File: src/pkg/asx_pkg.sv
// Constants for the subtract, nibble-exchange, XOR and direction-load datapath.
// Assumes the decoder supplies a one-hot-free opcode code from this package.
package asx_pkg;
  // ==========================================================
  // Opcodes
  typedef enum logic [2:0] {
    ASX_OP_NONE = 3'h0,
    ASX_OP_SUB_ACC_FROM_FILE = 3'h1,
    ASX_OP_SUB_WITH_BORROW = 3'h2,
    ASX_OP_NIBBLE_EXCHANGE = 3'h3,
    ASX_OP_XOR_LITERAL_INTO_ACC = 3'h4,
    ASX_OP_XOR_ACC_WITH_FILE = 3'h5,
    ASX_OP_PIN_DIRECTION_LOAD = 3'h6
  } asx_op_type;

  // ==========================================================
  // Operand limits and reset values
  localparam logic [6:0] ASX_FILE_ADDR_MAX = 7'h7F;
  localparam logic [6:0] ASX_DIR_SEL_A = 7'h05;
  localparam logic [6:0] ASX_DIR_SEL_B = 7'h06;
  localparam logic [6:0] ASX_DIR_SEL_C = 7'h07;
  localparam logic ASX_DEST_ACC = 1'h0;
  localparam logic ASX_DEST_FILE = 1'h1;
  localparam logic [7:0] ASX_ACC_RESET = 8'h00;
  localparam logic [7:0] ASX_DIR_RESET = 8'hFF;
  localparam int ASX_NIB_HI = 7;
  localparam int ASX_NIB_LO = 3;
endpackage

File: src/rtl/asx_alu.sv
// Execution datapath for subtract, nibble exchange, XOR and direction load.
// Assumes the decoder holds op/operands for one cycle with op_valid; file read
// data arrives combinationally for file_addr in the same cycle.
// How it works
// - File minus accumulator, two's complement, address 0 to 127.
// - Carry set when acc not above file, nibble borrow when acc low nibble not above file low nibble; zero updated.
// - Borrow subtract: file minus acc minus inverted carry; all three flags.
// - Nibble exchange swaps file nibbles into destination; flags untouched.
// - XOR literal into accumulator; only zero flag changes.
// - XOR accumulator with file into destination; only zero flag changes.
// - Direction load accepts 5, 6, 7 only; copies acc to port A, B, C.
// - Destination bit 0 writes accumulator, 1 writes addressed file register.
module asx_alu (
  input wire logic clk,
  input wire logic sys_rst,
  input wire logic op_valid,
  input wire asx_pkg::asx_op_type op,
  input wire logic [6:0] file_addr,
  input wire logic [7:0] literal,
  input wire logic dest_sel,
  input wire logic [7:0] file_rdata,
  output logic [7:0] acc,
  output logic carry_flag,
  output logic nibble_borrow_flag,
  output logic zero_flag,
  output logic file_we,
  output logic [6:0] file_waddr,
  output logic [7:0] file_wdata,
  output logic [7:0] port_a_direction,
  output logic [7:0] port_b_direction,
  output logic [7:0] port_c_direction
);
  // ==========================================================
  // Helpers
  // Carry in high means no borrow; carry out high means a was not below b
  function automatic logic [8:0] asx_sub(input logic [7:0] a, input logic [7:0] b,
                                         input logic cin);
    asx_sub = {1'h0, a} + {1'h0, ~b} + {8'h00, cin};
  endfunction

  function automatic logic [4:0] asx_sub4(input logic [3:0] a, input logic [3:0] b,
                                          input logic cin);
    asx_sub4 = {1'h0, a} + {1'h0, ~b} + {4'h0, cin};
  endfunction

  // ==========================================================
  // Next-state logic
  logic [7:0] next_acc;
  logic next_carry_flag;
  logic next_nibble_borrow_flag;
  logic next_zero_flag;
  logic next_file_we;
  logic [6:0] next_file_waddr;
  logic [7:0] next_file_wdata;
  logic [7:0] next_port_a_direction;
  logic [7:0] next_port_b_direction;
  logic [7:0] next_port_c_direction;

  always_comb begin
    logic [8:0] diff;
    logic [4:0] ndiff;
    logic [7:0] res;
    logic wr_res;
    diff = 9'h000;
    ndiff = 5'h00;
    res = 8'h00;
    wr_res = 1'h0;
    next_acc = acc;
    next_carry_flag = carry_flag;
    next_nibble_borrow_flag = nibble_borrow_flag;
    next_zero_flag = zero_flag;
    next_file_we = 1'h0;
    next_file_waddr = file_waddr;
    next_file_wdata = file_wdata;
    next_port_a_direction = port_a_direction;
    next_port_b_direction = port_b_direction;
    next_port_c_direction = port_c_direction;
    if (op_valid) begin
      unique case (op)
        asx_pkg::ASX_OP_SUB_ACC_FROM_FILE, asx_pkg::ASX_OP_SUB_WITH_BORROW: begin
          if (op == asx_pkg::ASX_OP_SUB_ACC_FROM_FILE) begin
            diff = asx_sub(file_rdata, acc, 1'h1);
            ndiff = asx_sub4(file_rdata[3:0], acc[3:0], 1'h1);
          end else begin
            diff = asx_sub(file_rdata, acc, carry_flag);
            ndiff = asx_sub4(file_rdata[3:0], acc[3:0], carry_flag);
          end
          res = diff[7:0];
          wr_res = 1'h1;
          next_carry_flag = diff[8];
          next_nibble_borrow_flag = ndiff[4];
          next_zero_flag = (res == 8'h00);
        end
        asx_pkg::ASX_OP_NIBBLE_EXCHANGE: begin
          res = {file_rdata[asx_pkg::ASX_NIB_LO:0],
                 file_rdata[asx_pkg::ASX_NIB_HI:asx_pkg::ASX_NIB_LO + 1]};
          wr_res = 1'h1;
        end
        asx_pkg::ASX_OP_XOR_LITERAL_INTO_ACC: begin
          next_acc = acc ^ literal;
          next_zero_flag = ((acc ^ literal) == 8'h00);
        end
        asx_pkg::ASX_OP_XOR_ACC_WITH_FILE: begin
          res = acc ^ file_rdata;
          wr_res = 1'h1;
          next_zero_flag = (res == 8'h00);
        end
        asx_pkg::ASX_OP_PIN_DIRECTION_LOAD: begin
          if (file_addr == asx_pkg::ASX_DIR_SEL_A) begin
            next_port_a_direction = acc;
          end else if (file_addr == asx_pkg::ASX_DIR_SEL_B) begin
            next_port_b_direction = acc;
          end else if (file_addr == asx_pkg::ASX_DIR_SEL_C) begin
            next_port_c_direction = acc;
          end
        end
        default: begin
        end
      endcase
      if (wr_res) begin
        if (dest_sel == asx_pkg::ASX_DEST_ACC) begin
          next_acc = res;
        end else begin
          next_file_we = 1'h1;
          next_file_waddr = file_addr;
          next_file_wdata = res;
        end
      end
    end
  end

  // ==========================================================
  // Registers
  always_ff @(posedge clk) begin
    if (sys_rst) begin
      acc <= asx_pkg::ASX_ACC_RESET;
      carry_flag <= 1'h0;
      nibble_borrow_flag <= 1'h0;
      zero_flag <= 1'h0;
      file_we <= 1'h0;
      file_waddr <= 7'h00;
      file_wdata <= 8'h00;
      port_a_direction <= asx_pkg::ASX_DIR_RESET;
      port_b_direction <= asx_pkg::ASX_DIR_RESET;
      port_c_direction <= asx_pkg::ASX_DIR_RESET;
    end else begin
      acc <= next_acc;
      carry_flag <= next_carry_flag;
      nibble_borrow_flag <= next_nibble_borrow_flag;
      zero_flag <= next_zero_flag;
      file_we <= next_file_we;
      file_waddr <= next_file_waddr;
      file_wdata <= next_file_wdata;
      port_a_direction <= next_port_a_direction;
      port_b_direction <= next_port_b_direction;
      port_c_direction <= next_port_c_direction;
    end
  end
endmodule

File: config.mk
export PLATFORM = sky130hd
export DESIGN_NAME = asx_alu
export DESIGN_NICKNAME = d
export VERILOG_FILES = /design/src/pkg/asx_pkg.sv /design/src/rtl/asx_alu.sv
export SDC_FILE = /design/constraint.sdc
export NUM_CORES = 1
export LEC_CHECK = 0
export BUFFER_PORTS_ARGS = -buffer_cell sky130_fd_sc_hd__buf_4
export CAP_MARGIN = 20
export CORE_UTILIZATION = 57
export DETAILED_ROUTE_END_ITERATION = 8
export HOLD_SLACK_MARGIN = 0.08
export PLACE_DENSITY = 0.85
export SLEW_MARGIN = 0
export SYNTH_ARGS = -nofsm -noshare
export SYNTH_HDL_FRONTEND = slang
export SYNTH_SLANG_ARGS = --single-unit
File: constraint.sdc
create_clock -name clk -period 8.7 [get_ports clk]
set_clock_uncertainty 0.1 [all_clocks]
set_input_delay 0.87 -clock clk [delete_from_list [all_inputs] [get_ports clk]]
set_output_delay 0.87 -clock clk [all_outputs]
set_load 0.1 [all_outputs]
==> flow_metrics.tcl, run 1 <==
set metrics [dict create \
    yosys.area.top_type "dfxtp_1" \
    cts_buffers 5 \
    via_per_inst 6.07 \
    ios 81 \
    totalNegativeSetupSlack_ns 0 \
    clkSlewWorstSetupHoldPaths_ns 0.09 \
    rows 26 \
    ys.warnings.count 0 \
    cts_resized 0 \
    wl_mm 9.10 \
    overflow 0 \
    nets 484 \
    grt_setup_unrepaired "false" \
    antenna_found_initial 0 \
    critPathLaunchType "input pin" \
    drtAntennaViolNets 0 \
    grt_pass1_wl_mm 13.8 \
    synth_seq_area_share_pct 32.8 \
    setup_viol 0 \
    power.internal_uw 357 \
    root_buffer "clkbuf_8" \
    netlist_instances 377 \
    core_area_sq_um 5170 \
    hold_depth 2 \
    synth_top_area_share_pct 32.8 \
    hold_buffers 0 \
    whs_ns 0.357 \
    synth-edff-count 0 \
    vias 3120 \
    start_util_pct 60.2 \
    p_leak_nw 1.47 \
    ff2ff_path_depth 9 \
    tightest_slew_ns 0.630 \
    drv_slew 0 \
    drive_gt1_share_pct 23.4 \
    synth_fp_nets 418 \
    power_density_nw_per_um2 150 \
    synth_cell_type_count 69 \
    drt_iter0_drc 273 \
    synth.avg_cell_area_sq_um 8.25 \
    irDropWorstVdd_uv 133 \
    diodes 0 \
    crit_arrival_ns 3.47 \
    path_class "input pin to register" \
    sequentialPowerShare_pct 43.0 \
    postCtsSetupRepairBufs 0 \
    die_area_sq_um 5760 \
    fp.dieW_um 75.9 \
    power_frac_comb_pct 31.0 \
    htreeDepth 2 \
    yosys_most_used_dff "dfxtp_1" \
    clk_path_buf_depth 2 \
    netlist_area_sq_um 3110 \
    cts_tree "yes" \
    status "finished clean" \
    finalCoreUtilization_pct 73.6 \
    die_height_um 75.9 \
    syn_to_final_growth_pct 22.4 \
    dpl.hpwl_mm 6.80 \
    p_total_uw 571 \
    drcViolationCount 0 \
    cap_violations 0 \
    fin_ws_ns 5.35 \
    relSlewSlack_pct 57.9 \
    hold_path.class "register to register" \
    swShare_pct 37.4 \
    clock_latency_ns 0.32 \
    port-buffer-count 80 \
    cp_data_required_time_ns 8.82 \
    cp_max_fo 5 \
    p_sw_uw 213 \
    async_reset_ff_share_pct 0 \
    fin_crit_sh_pct 38.4 \
    dp_slack_ns 5.06 \
    synth_area_leaders "dfxtp_1 33%, a211o_1 7.0%, nor2_1 4.1%" \
    clkPwrFrac_pct 26.0 \
    post-route-min-period_ns 3.35 \
    synth_seq_cells 51 \
    fmax_ghz 0.299 \
    grt_pass1_vias 2735 \
    hold_viol 0 \
    cts.sinks 51 \
    drtPass1Iterations 6 \
    grt_start_max_net_pins 55 \
    grtUsageTotal_pct 32.6 \
    wl_per_cell_um 17.7 \
    place_congestion 0.952 \
    end_kind "register" \
]
[through the flow]
step / cells / instance area [sq um]
final: 514 / 3810
after global routing: 514 / 3810
after CTS: 514 / 3810
after detailed placement: 506 / 3710
after global placement: 506 / 3710
after floorplan: 377 / 3110
[power groups by stage]
stage / Clock, mW / Combinational [mW] / Sequential (mW)
final: 0.148 / 0.177 / 0.246
after CTS: 0.149 / 0.174 / 0.245
after global placement: 0 / 0.172 / 0.251
after global routing: 0.158 / 0.189 / 0.246
after detailed placement: 0 / 0.173 / 0.251
after floorplan: 0 / 0.0878 / 0.291
[layout by cell type (no fill, tap or decap), types with 10 or more instances in the layout]
| cell type | n |
|---|---|
| buf_4 | 80 |
| dfxtp_1 | 51 |
| nor2_1 | 34 |
| nand2_1 | 32 |
| a211o_1 | 25 |
| a21oi_1 | 25 |
| nor2b_1 | 18 |
| o21ai_0 | 18 |
| inv_1 | 14 |
| xnor2_1 | 10 |
| ha_1 | 10 |
[registers in the layout (all words and copies together), names as in the netlist]
register / cells
port_c_direction: 8
nibble_borrow_flag: 1
carry_flag: 1
acc: 8
file_we: 1
port_b_direction: 8
file_waddr: 7
zero_flag: 1
port_a_direction: 8
file_wdata: 8
[critical path: stages]
cell	delay (ns)
buf_4	0.11
ha_1	0.23
fa_1	0.49
a211oi_4	0.33
nor2_2	0.08
or4_4	0.54
o31a_1	0.27
or2_1	0.24
o41ai_2	0.30
[final cells by class]
type,count,area (sq um)
clock inverter,3,28.8
tap,70,87.6
fill,412,1360
sequential,51,1020
timing repair buffer,80,601
clock buffer,5,68.8
inverter,14,52.6
multi-input combinational,291,1950
[cell families (layout without fill, tap and decap cells)]
kind of cell	Yosys count	count (layout)	share of synthesized area [%]
AO/OA/AOI/OAI	121	121	28.3
XOR/XNOR	16	16	5.11
adder cells (fa/ha/maj)	11	11	4.66
buffers and inverters	35	102	4.54
flip-flops	51	51	32.8
multiplexers	4	4	1.37
AND/OR/NAND/NOR	139	139	23.2
[cell usage after synthesis (3+ instances only)]
master,instances
a211o_1,25
a211oi_1,4
a21o_1,6
a21oi_1,25
a221oi_1,4
a31oi_1,5
and2_1,3
and3_1,4
buf_1,3
clkbuf_1,15
dfxtp_1,51
ha_1,10
inv_1,14
nand2_1,32
nand2b_1,7
nand3_1,8
nand3b_1,3
nand4_1,3
nor2_1,34
nor2_2,3
nor2b_1,18
nor3_1,8
nor4_1,4
o211ai_1,3
o21ai_0,18
o22ai_1,4
xnor2_1,10
xor2_1,5
[per-layer routing]
metal	global-route usage (%)	vias to the layer above	part of all wire, %
met5	0	-	0
met4	10.9	0	1.6
met3	8.47	14	9.3
met2	51.1	142	45
met1	43.6	1444	44
li1	-	1520	-
[final timing paths]
path | to | from | slack, ns
hold / removal | nibble_borrow_flag | nibble_borrow_flag | 0.36
hold reg to reg | nibble_borrow_flag | nibble_borrow_flag | 0.36
setup reg to reg | zero_flag | acc[0] | 5.40
setup / recovery | zero_flag | file_rdata[0] | 5.35
(Power assumes the default switching activity.)
==> inputs of run 2 (changes only) <==
- ABC_AREA: unset -> 1
- CORE_UTILIZATION: 57 -> 48
- PLACE_DENSITY: 0.85 -> 0.77
- clock period: 8.7 -> 2.8 ns (I/O delays scaled with it)
==> run 2 against run 1 <==
  * First-iteration DRC count decreased by 30%
  * Flip-flop and latch count unchanged
  * Core utilization decreased by 11 points
  * Total power increased to 3.3 times the previous value
  * Non-clock buffer count increased by 3
  * Count of clock-buffer cells in the layout is 2 higher
  * Cell area is 1.1% lower
  * Clock power rose to 3.2 times the previous value
  * Critical path type is now register to register
  * Hold slack lost 0.25 ns
==> flow_metrics.tcl, run 2 <==
set metrics [dict create \
    status "finished clean" \
    syn_to_final_growth_pct 25.6 \
    cts_buffers 5 \
    min_from "file_addr[4]" \
    via_per_inst 5.50 \
    p_leak_nw 1.91 \
    hold_buffers 0 \
    clk_path_buf_depth 2 \
    r2r-end "acc[6]" \
    drt_iter0_drc 192 \
    fin_crit_sh_pct 88.8 \
    synth_cell_type_count 37 \
    tightest_slew_ns 0.589 \
    dpl.hpwl_mm 6.85 \
    drtPass1Iterations 5 \
    start_util_pct 50.1 \
    ff2ff_path_depth 14 \
    wl_mm 9.00 \
    grt_start_max_net_pins 25 \
    synth_fp_nets 462 \
    irDropWorstVdd_uv 221 \
    use_met3_pct 5.17 \
    drcViolationCount 0 \
    async_reset_ff_share_pct 0 \
    hold_viol 0 \
    overflow 0 \
    synth_seq_area_share_pct 34.0 \
    drive_gt1_share_pct 25.1 \
    fp.dieW_um 81.1 \
    r2r_start "acc[0]" \
    crit_arrival_ns 2.64 \
    nets 538 \
    ios 81 \
    path_cells "inv_1 > ha_1 > fa_1 > ha_1 > inv_1 > nor2_2 > nand2_4 > nor2_4 > nand2_1 > nand3_2 > nand3_1 > nand3_1 > nand2_1 > a21oi_2" \
    die_height_um 81.1 \
    slowest_stage "fa_1" \
    yosys.area.top_type "dfxtp_1" \
    p_sw_uw 722 \
    synth_seq_cells 51 \
    synth_area_leaders "dfxtp_1 34%, nand2_1 11%, o211ai_1 7.5%" \
    synth.avg_cell_area_sq_um 7.13 \
    synth-edff-count 0 \
    grt_pass1_vias 2840 \
    path_class "register to register" \
    drtAntennaViolNets 0 \
    fmax_ghz 0.402 \
    hold_depth 3 \
    relSlewSlack_pct 60.5 \
    port-buffer-count 80 \
    clkSlewWorstSetupHoldPaths_ns 0.10 \
    setup_viol 0 \
    netlist_area_sq_um 3000 \
    netlist_instances 421 \
    cts_tree "yes" \
    grtUsageTotal_pct 28.5 \
    gr-usage-met2_pct 46.6 \
    cp_max_fo 4 \
    power_frac_comb_pct 33.3 \
    hold_end "file_waddr[4]" \
    ys.warnings.count 0 \
    die_area_sq_um 6570 \
    postCtsSetupRepairBufs 0 \
    rows 28 \
    wl_per_cell_um 15.7 \
    synth.most_common_cell "nand2_1" \
    synth_top_area_share_pct 34.0 \
    clkPwrFrac_pct 25.7 \
    r2r_slack_ns 0.31 \
    grt_pass1_wl_mm 14.2 \
    synth_common_cells "89 x nand2_1, 54 x inv_1, 51 x dfxtp_1" \
    cts.sinks 51 \
    diodes 0 \
    power.internal_mw 1.15 \
    cap_violations 0 \
    grt_util_met1_pct 37.5 \
    root_buffer "clkbuf_8" \
    fillCellCount 551 \
    htreeDepth 2 \
    cts_resized 0 \
    path_delay_family "adder cells" \
    whs_ns 0.103 \
    power_density_nw_per_um2 496 \
    swShare_pct 38.6 \
    crit_cells 14 \
    drv_slew 0 \
    post-route-min-period_ns 2.49 \
    hold_path.class "input pin to register" \
    crit_buf_inv 2 \
    critPathLaunchType "register" \
    final_cell_mix "89 x nand2_1, 83 x buf_4, 54 x inv_1, 49 x dfxtp_1, 34 x nor2_1" \
    clock_latency_ns 0.31 \
    totalNegativeSetupSlack_ns 0 \
    top_usage_layer "met2" \
    vias 3153 \
    core_area_sq_um 5990 \
    grt_setup_unrepaired "false" \
    cp_data_required_time_ns 2.95 \
    yosys_most_used_dff "dfxtp_1" \
    sequentialPowerShare_pct 41.0 \
    cpPeakStageDelay_ns 0.52 \
    place_congestion 0.957 \
    antenna_found_initial 0 \
    final_common_cell "nand2_1" \
    end_kind "register" \
]
run 2: cell types whose count changed in the layout (fill, tap and decap cells not counted), sizes merged, moves of 6 or more:
cell	change
nand3	+23
o211ai	+27
a21o	-6
nand2	+68
inv	+40
a21oi	-7
xnor2	-7
o21ai	+9
nand2b	-7
a211o	-26
nor2b	-18
run 2: logic make-up after synthesis:
kind of cell | count (synthesis) | synth area share [%]
AOI/OAI and AO/OA | 92 | 19.4
adders and majority gates | 11 | 4.84
DFF | 51 | 34.0
buffers and inverters | 70 | 9.01
and+or+nand+nor | 185 | 29.2
xor gates and xnor gates | 12 | 3.50
run 2: worst max path at each step:
stage           start    endpoint  slack [ns]
6_report       acc[0]      acc[6]        0.31
5_1_grt        acc[0]      acc[6]        0.17
4_1_cts        acc[0]      acc[6]        0.34
3_5_place_dp   acc[0]      acc[6]        0.37
3_3_place_gp   acc[0]  carry_flag        0.42
2_1_floorplan  acc[2]      acc[7]        0.02
run 2: per-stage QoR:
step | instances | instance area (sq um) | power [mW] | utilization, % | worst slack (ns)
after floorplan | 421 | 3000 | 1.24 | - | 0.0207
final | 573 | 3770 | 1.87 | 62.9 | 0.314
after global placement | 565 | 3660 | 1.39 | 61.2 | 0.421
after CTS | 573 | 3770 | 1.87 | 62.9 | 0.339
after global routing | 573 | 3770 | 1.96 | 62.9 | 0.166
after detailed placement | 565 | 3660 | 1.40 | 61.2 | 0.371
run 2: layer usage:
layer  vias to the layer above  wire length, um
li1                       1557                -
met1                      1423             3890
met2                       152             4210
met3                        21              665
met4                         0              236
met5                         -                0
run 2: power by group through the flow:
stage                     combinational (mW)  clock [mW]  sequential, mW
after floorplan                        0.294           0           0.944
after global placement                 0.608           0           0.782
after detailed placement               0.615           0           0.783
after CTS                              0.617       0.483           0.766
after global routing                   0.670       0.519           0.770
final                                  0.623       0.480           0.767
run 2: layout make-up:
cell class                      count  area (sq um)  share of cell area, %
Multi-Input combinational cell    300          1710                   45.5
Sequential cell                    51          1020                   27.2
Timing Repair Buffer               83           623                   16.5
Inverter                           56           210                   5.58
Clock buffer                        7          96.3                   2.56
Tap cell                           75          93.8                   2.49
Clock inverter                      1          7.51                  0.199
run 2: worst reg2reg max path, cell delays in order, from the launching register on:
cell     delay (ns)
dfxtp_2        0.38
inv_1          0.10
ha_1           0.23
fa_1           0.52
ha_1           0.18
inv_1          0.06
nor2_2         0.15
nand2_4        0.09
nor2_4         0.11
nand2_1        0.07
nand3_2        0.08
nand3_1        0.10
nand3_1        0.11
nand2_1        0.07
a21oi_2        0.10
==> inputs of run 3 (changes only) <==
- CORE_UTILIZATION: 48 -> 49
- CTS_BUF_LIST: unset -> sky130_fd_sc_hd__clkbuf_4 sky130_fd_sc_hd__clkbuf_8
- PLACE_DENSITY: 0.77 -> 0.78
==> run 3 against run 2 <==
  * Clock power is 8.3% lower
  * Sequential power hardly changed
  * Worst setup slack worse by 0.048 ns
  * Sequential share of layout area is 0.17 points higher
  * Cell area is 0.63% lower
  * Cell count is 0.17% lower
  * Flip-flop and latch count stayed put
  * Via count is 1.2% higher
  * Combinational power hardly changed
  * Global-route usage is 1.2 points lower
==> flow_metrics.tcl, run 3 (synthesized netlist as in run 2, its figures left out) <==
set metrics [dict create \
    design_area_sq_um 3740 \
    end_kind "register" \
    fillCellCount 572 \
    gr-usage-met2_pct 48.2 \
    use_met3_pct 3.52 \
    hold_depth 3 \
    cp_max_fo 4 \
    path_cells "inv_1 > ha_1 > fa_1 > ha_1 > inv_1 > nor2_2 > nand2_4 > nor2_4 > nand3_2 > nor2_1 > xor2_1 > o21ai_1 > inv_1" \
    grt_start_max_net_pins 36 \
    setup_viol 0 \
    grt_pass1_wl_mm 13.4 \
    ff2ff_path_depth 13 \
    hold_buffers 0 \
    drt_iter0_drc 204 \
    clock_latency_ns 0.31 \
    cap_violations 0 \
    top_usage_layer "met2" \
    cts_buffers 5 \
    hold_path.class "input pin to register" \
    drv_slew 0 \
    path_delay_family "adder cells" \
    core_area_sq_um 5920 \
    cts.sinks 51 \
    critPathLaunchType "register" \
    grt_setup_unrepaired "false" \
    status "finished clean" \
    cp_data_required_time_ns 2.91 \
    irDropWorstVdd_uv 259 \
    die_height_um 80.3 \
    drtPass1Iterations 5 \
    fmax_ghz 0.395 \
    final_cell_mix "89 x nand2_1, 82 x buf_4, 54 x inv_1, 49 x dfxtp_1, 34 x nor2_1" \
    wl_mm 8.79 \
    crit_cells 13 \
    nets 537 \
    syn_to_final_growth_pct 24.8 \
    fin_ws_ns 0.266 \
    slowest_stage "fa_1" \
    grt_util_met1_pct 35.3 \
    overflow 0 \
    drtAntennaViolNets 0 \
    fin_crit_sh_pct 90.5 \
    crit_buf_inv 3 \
    ios 81 \
    clk_path_buf_depth 2 \
    place_congestion 0.958 \
    tightest_slew_ns 0.586 \
    cts_resized 0 \
    power_density_nw_per_um2 488 \
    rows 28 \
    final_common_cell "nand2_1" \
    drive_gt1_share_pct 24.9 \
    die_area_sq_um 6440 \
    hold_viol 0 \
    antenna_found_initial 0 \
    grt_pass1_vias 2739 \
    start_util_pct 50.7 \
    port-buffer-count 80 \
    path_class "register to register" \
    clkSlewWorstSetupHoldPaths_ns 0.10 \
    via_per_inst 5.58 \
    root_buffer "clkbuf_8" \
    postCtsSetupRepairBufs 0 \
    diodes 0 \
    cts_tree "yes" \
    htreeDepth 2 \
    drcViolationCount 0 \
    fp.dieW_um 80.3 \
    p_leak_nw 1.90 \
    wl_per_cell_um 15.4 \
    vias 3191 \
    relSlewSlack_pct 60.7 \
    cpPeakStageDelay_ns 0.52 \
    placed_cell_area_sq_um 3660 \
    crit_path_frequent_cell "inv_1" \
    dpl.hpwl_mm 6.66 \
    totalNegativeSetupSlack_ns 0 \
    grtUsageTotal_pct 27.3 \
    post-route-min-period_ns 2.53 \
    crit_arrival_ns 2.64 \
    dp_slack_ns 0.326 \
]
-- run 3: cell types whose count changed in the layout (fill, tap and decap cells not counted) --
cell        delta
clkinvlp_4     -1
inv_6          +1
clkinv_2       +2
buf_4          -1
clkbuf_8       -2
-- run 3: path summary, 6_finish.rpt --
kind	slack, ns	endpoint	startpoint
worst max-delay path	0.27	carry_flag	acc[0]
worst min-delay path	0.1	file_waddr[4]	file_addr[4]
worst max register to register	0.27	carry_flag	acc[0]
worst min register to register	0.39	port_c_direction[1]	port_c_direction[1]
-- run 3: per-stage QoR --
step	cells	power (mW)	hold slack [ns]	util, %
after floorplan	421	1.24	0.315	-
after global placement	564	1.39	0.356	61.8
after detailed placement	564	1.40	0.364	61.8
after CTS	572	1.82	0.0985	63.3
after global routing	572	1.91	0.0966	63.3
final	572	1.83	0.0952	63.3
-- run 3: per-layer routing --
metal  up-vias  share of wire, %  routed length [um]
met1      1480                43                3790
met3        12               6.7                 589
li1       1554                 -                   -
met2       145                49                4290
met5         -                 0                   0
met4         0               1.4                 123
-- run 3: worst reg2reg max path, delay by kind of cell (launching register included) --
kind                       cells  cell delay, ns
AOI/OAI and AO/OA              1            0.13
DFF                            1            0.37
adders and majority gates      3            0.97
and+or+nand+nor                5            0.58
buffers and inverters          3            0.23
xor gates and xnor gates       1            0.08
-- run 3: final cells by class --
class                      instances  area, sq um  area share, %
multi-input combinational        300         1710           45.8
tap                               75         93.8           2.51
clock inverter                     3         18.8          0.501
timing repair buffer              82          616           16.4
inverter                          56          210           5.61
sequential                        51         1020           27.3
clock buffer                       5         68.8           1.84
-- run 3: power by group --
group | leakage (nW) | internal (mW) | switching [mW]
Sequential | 0.416 | 0.748 | 0.0183
Clock | 0.0483 | 0.177 | 0.263
Combinational | 1.44 | 0.173 | 0.450
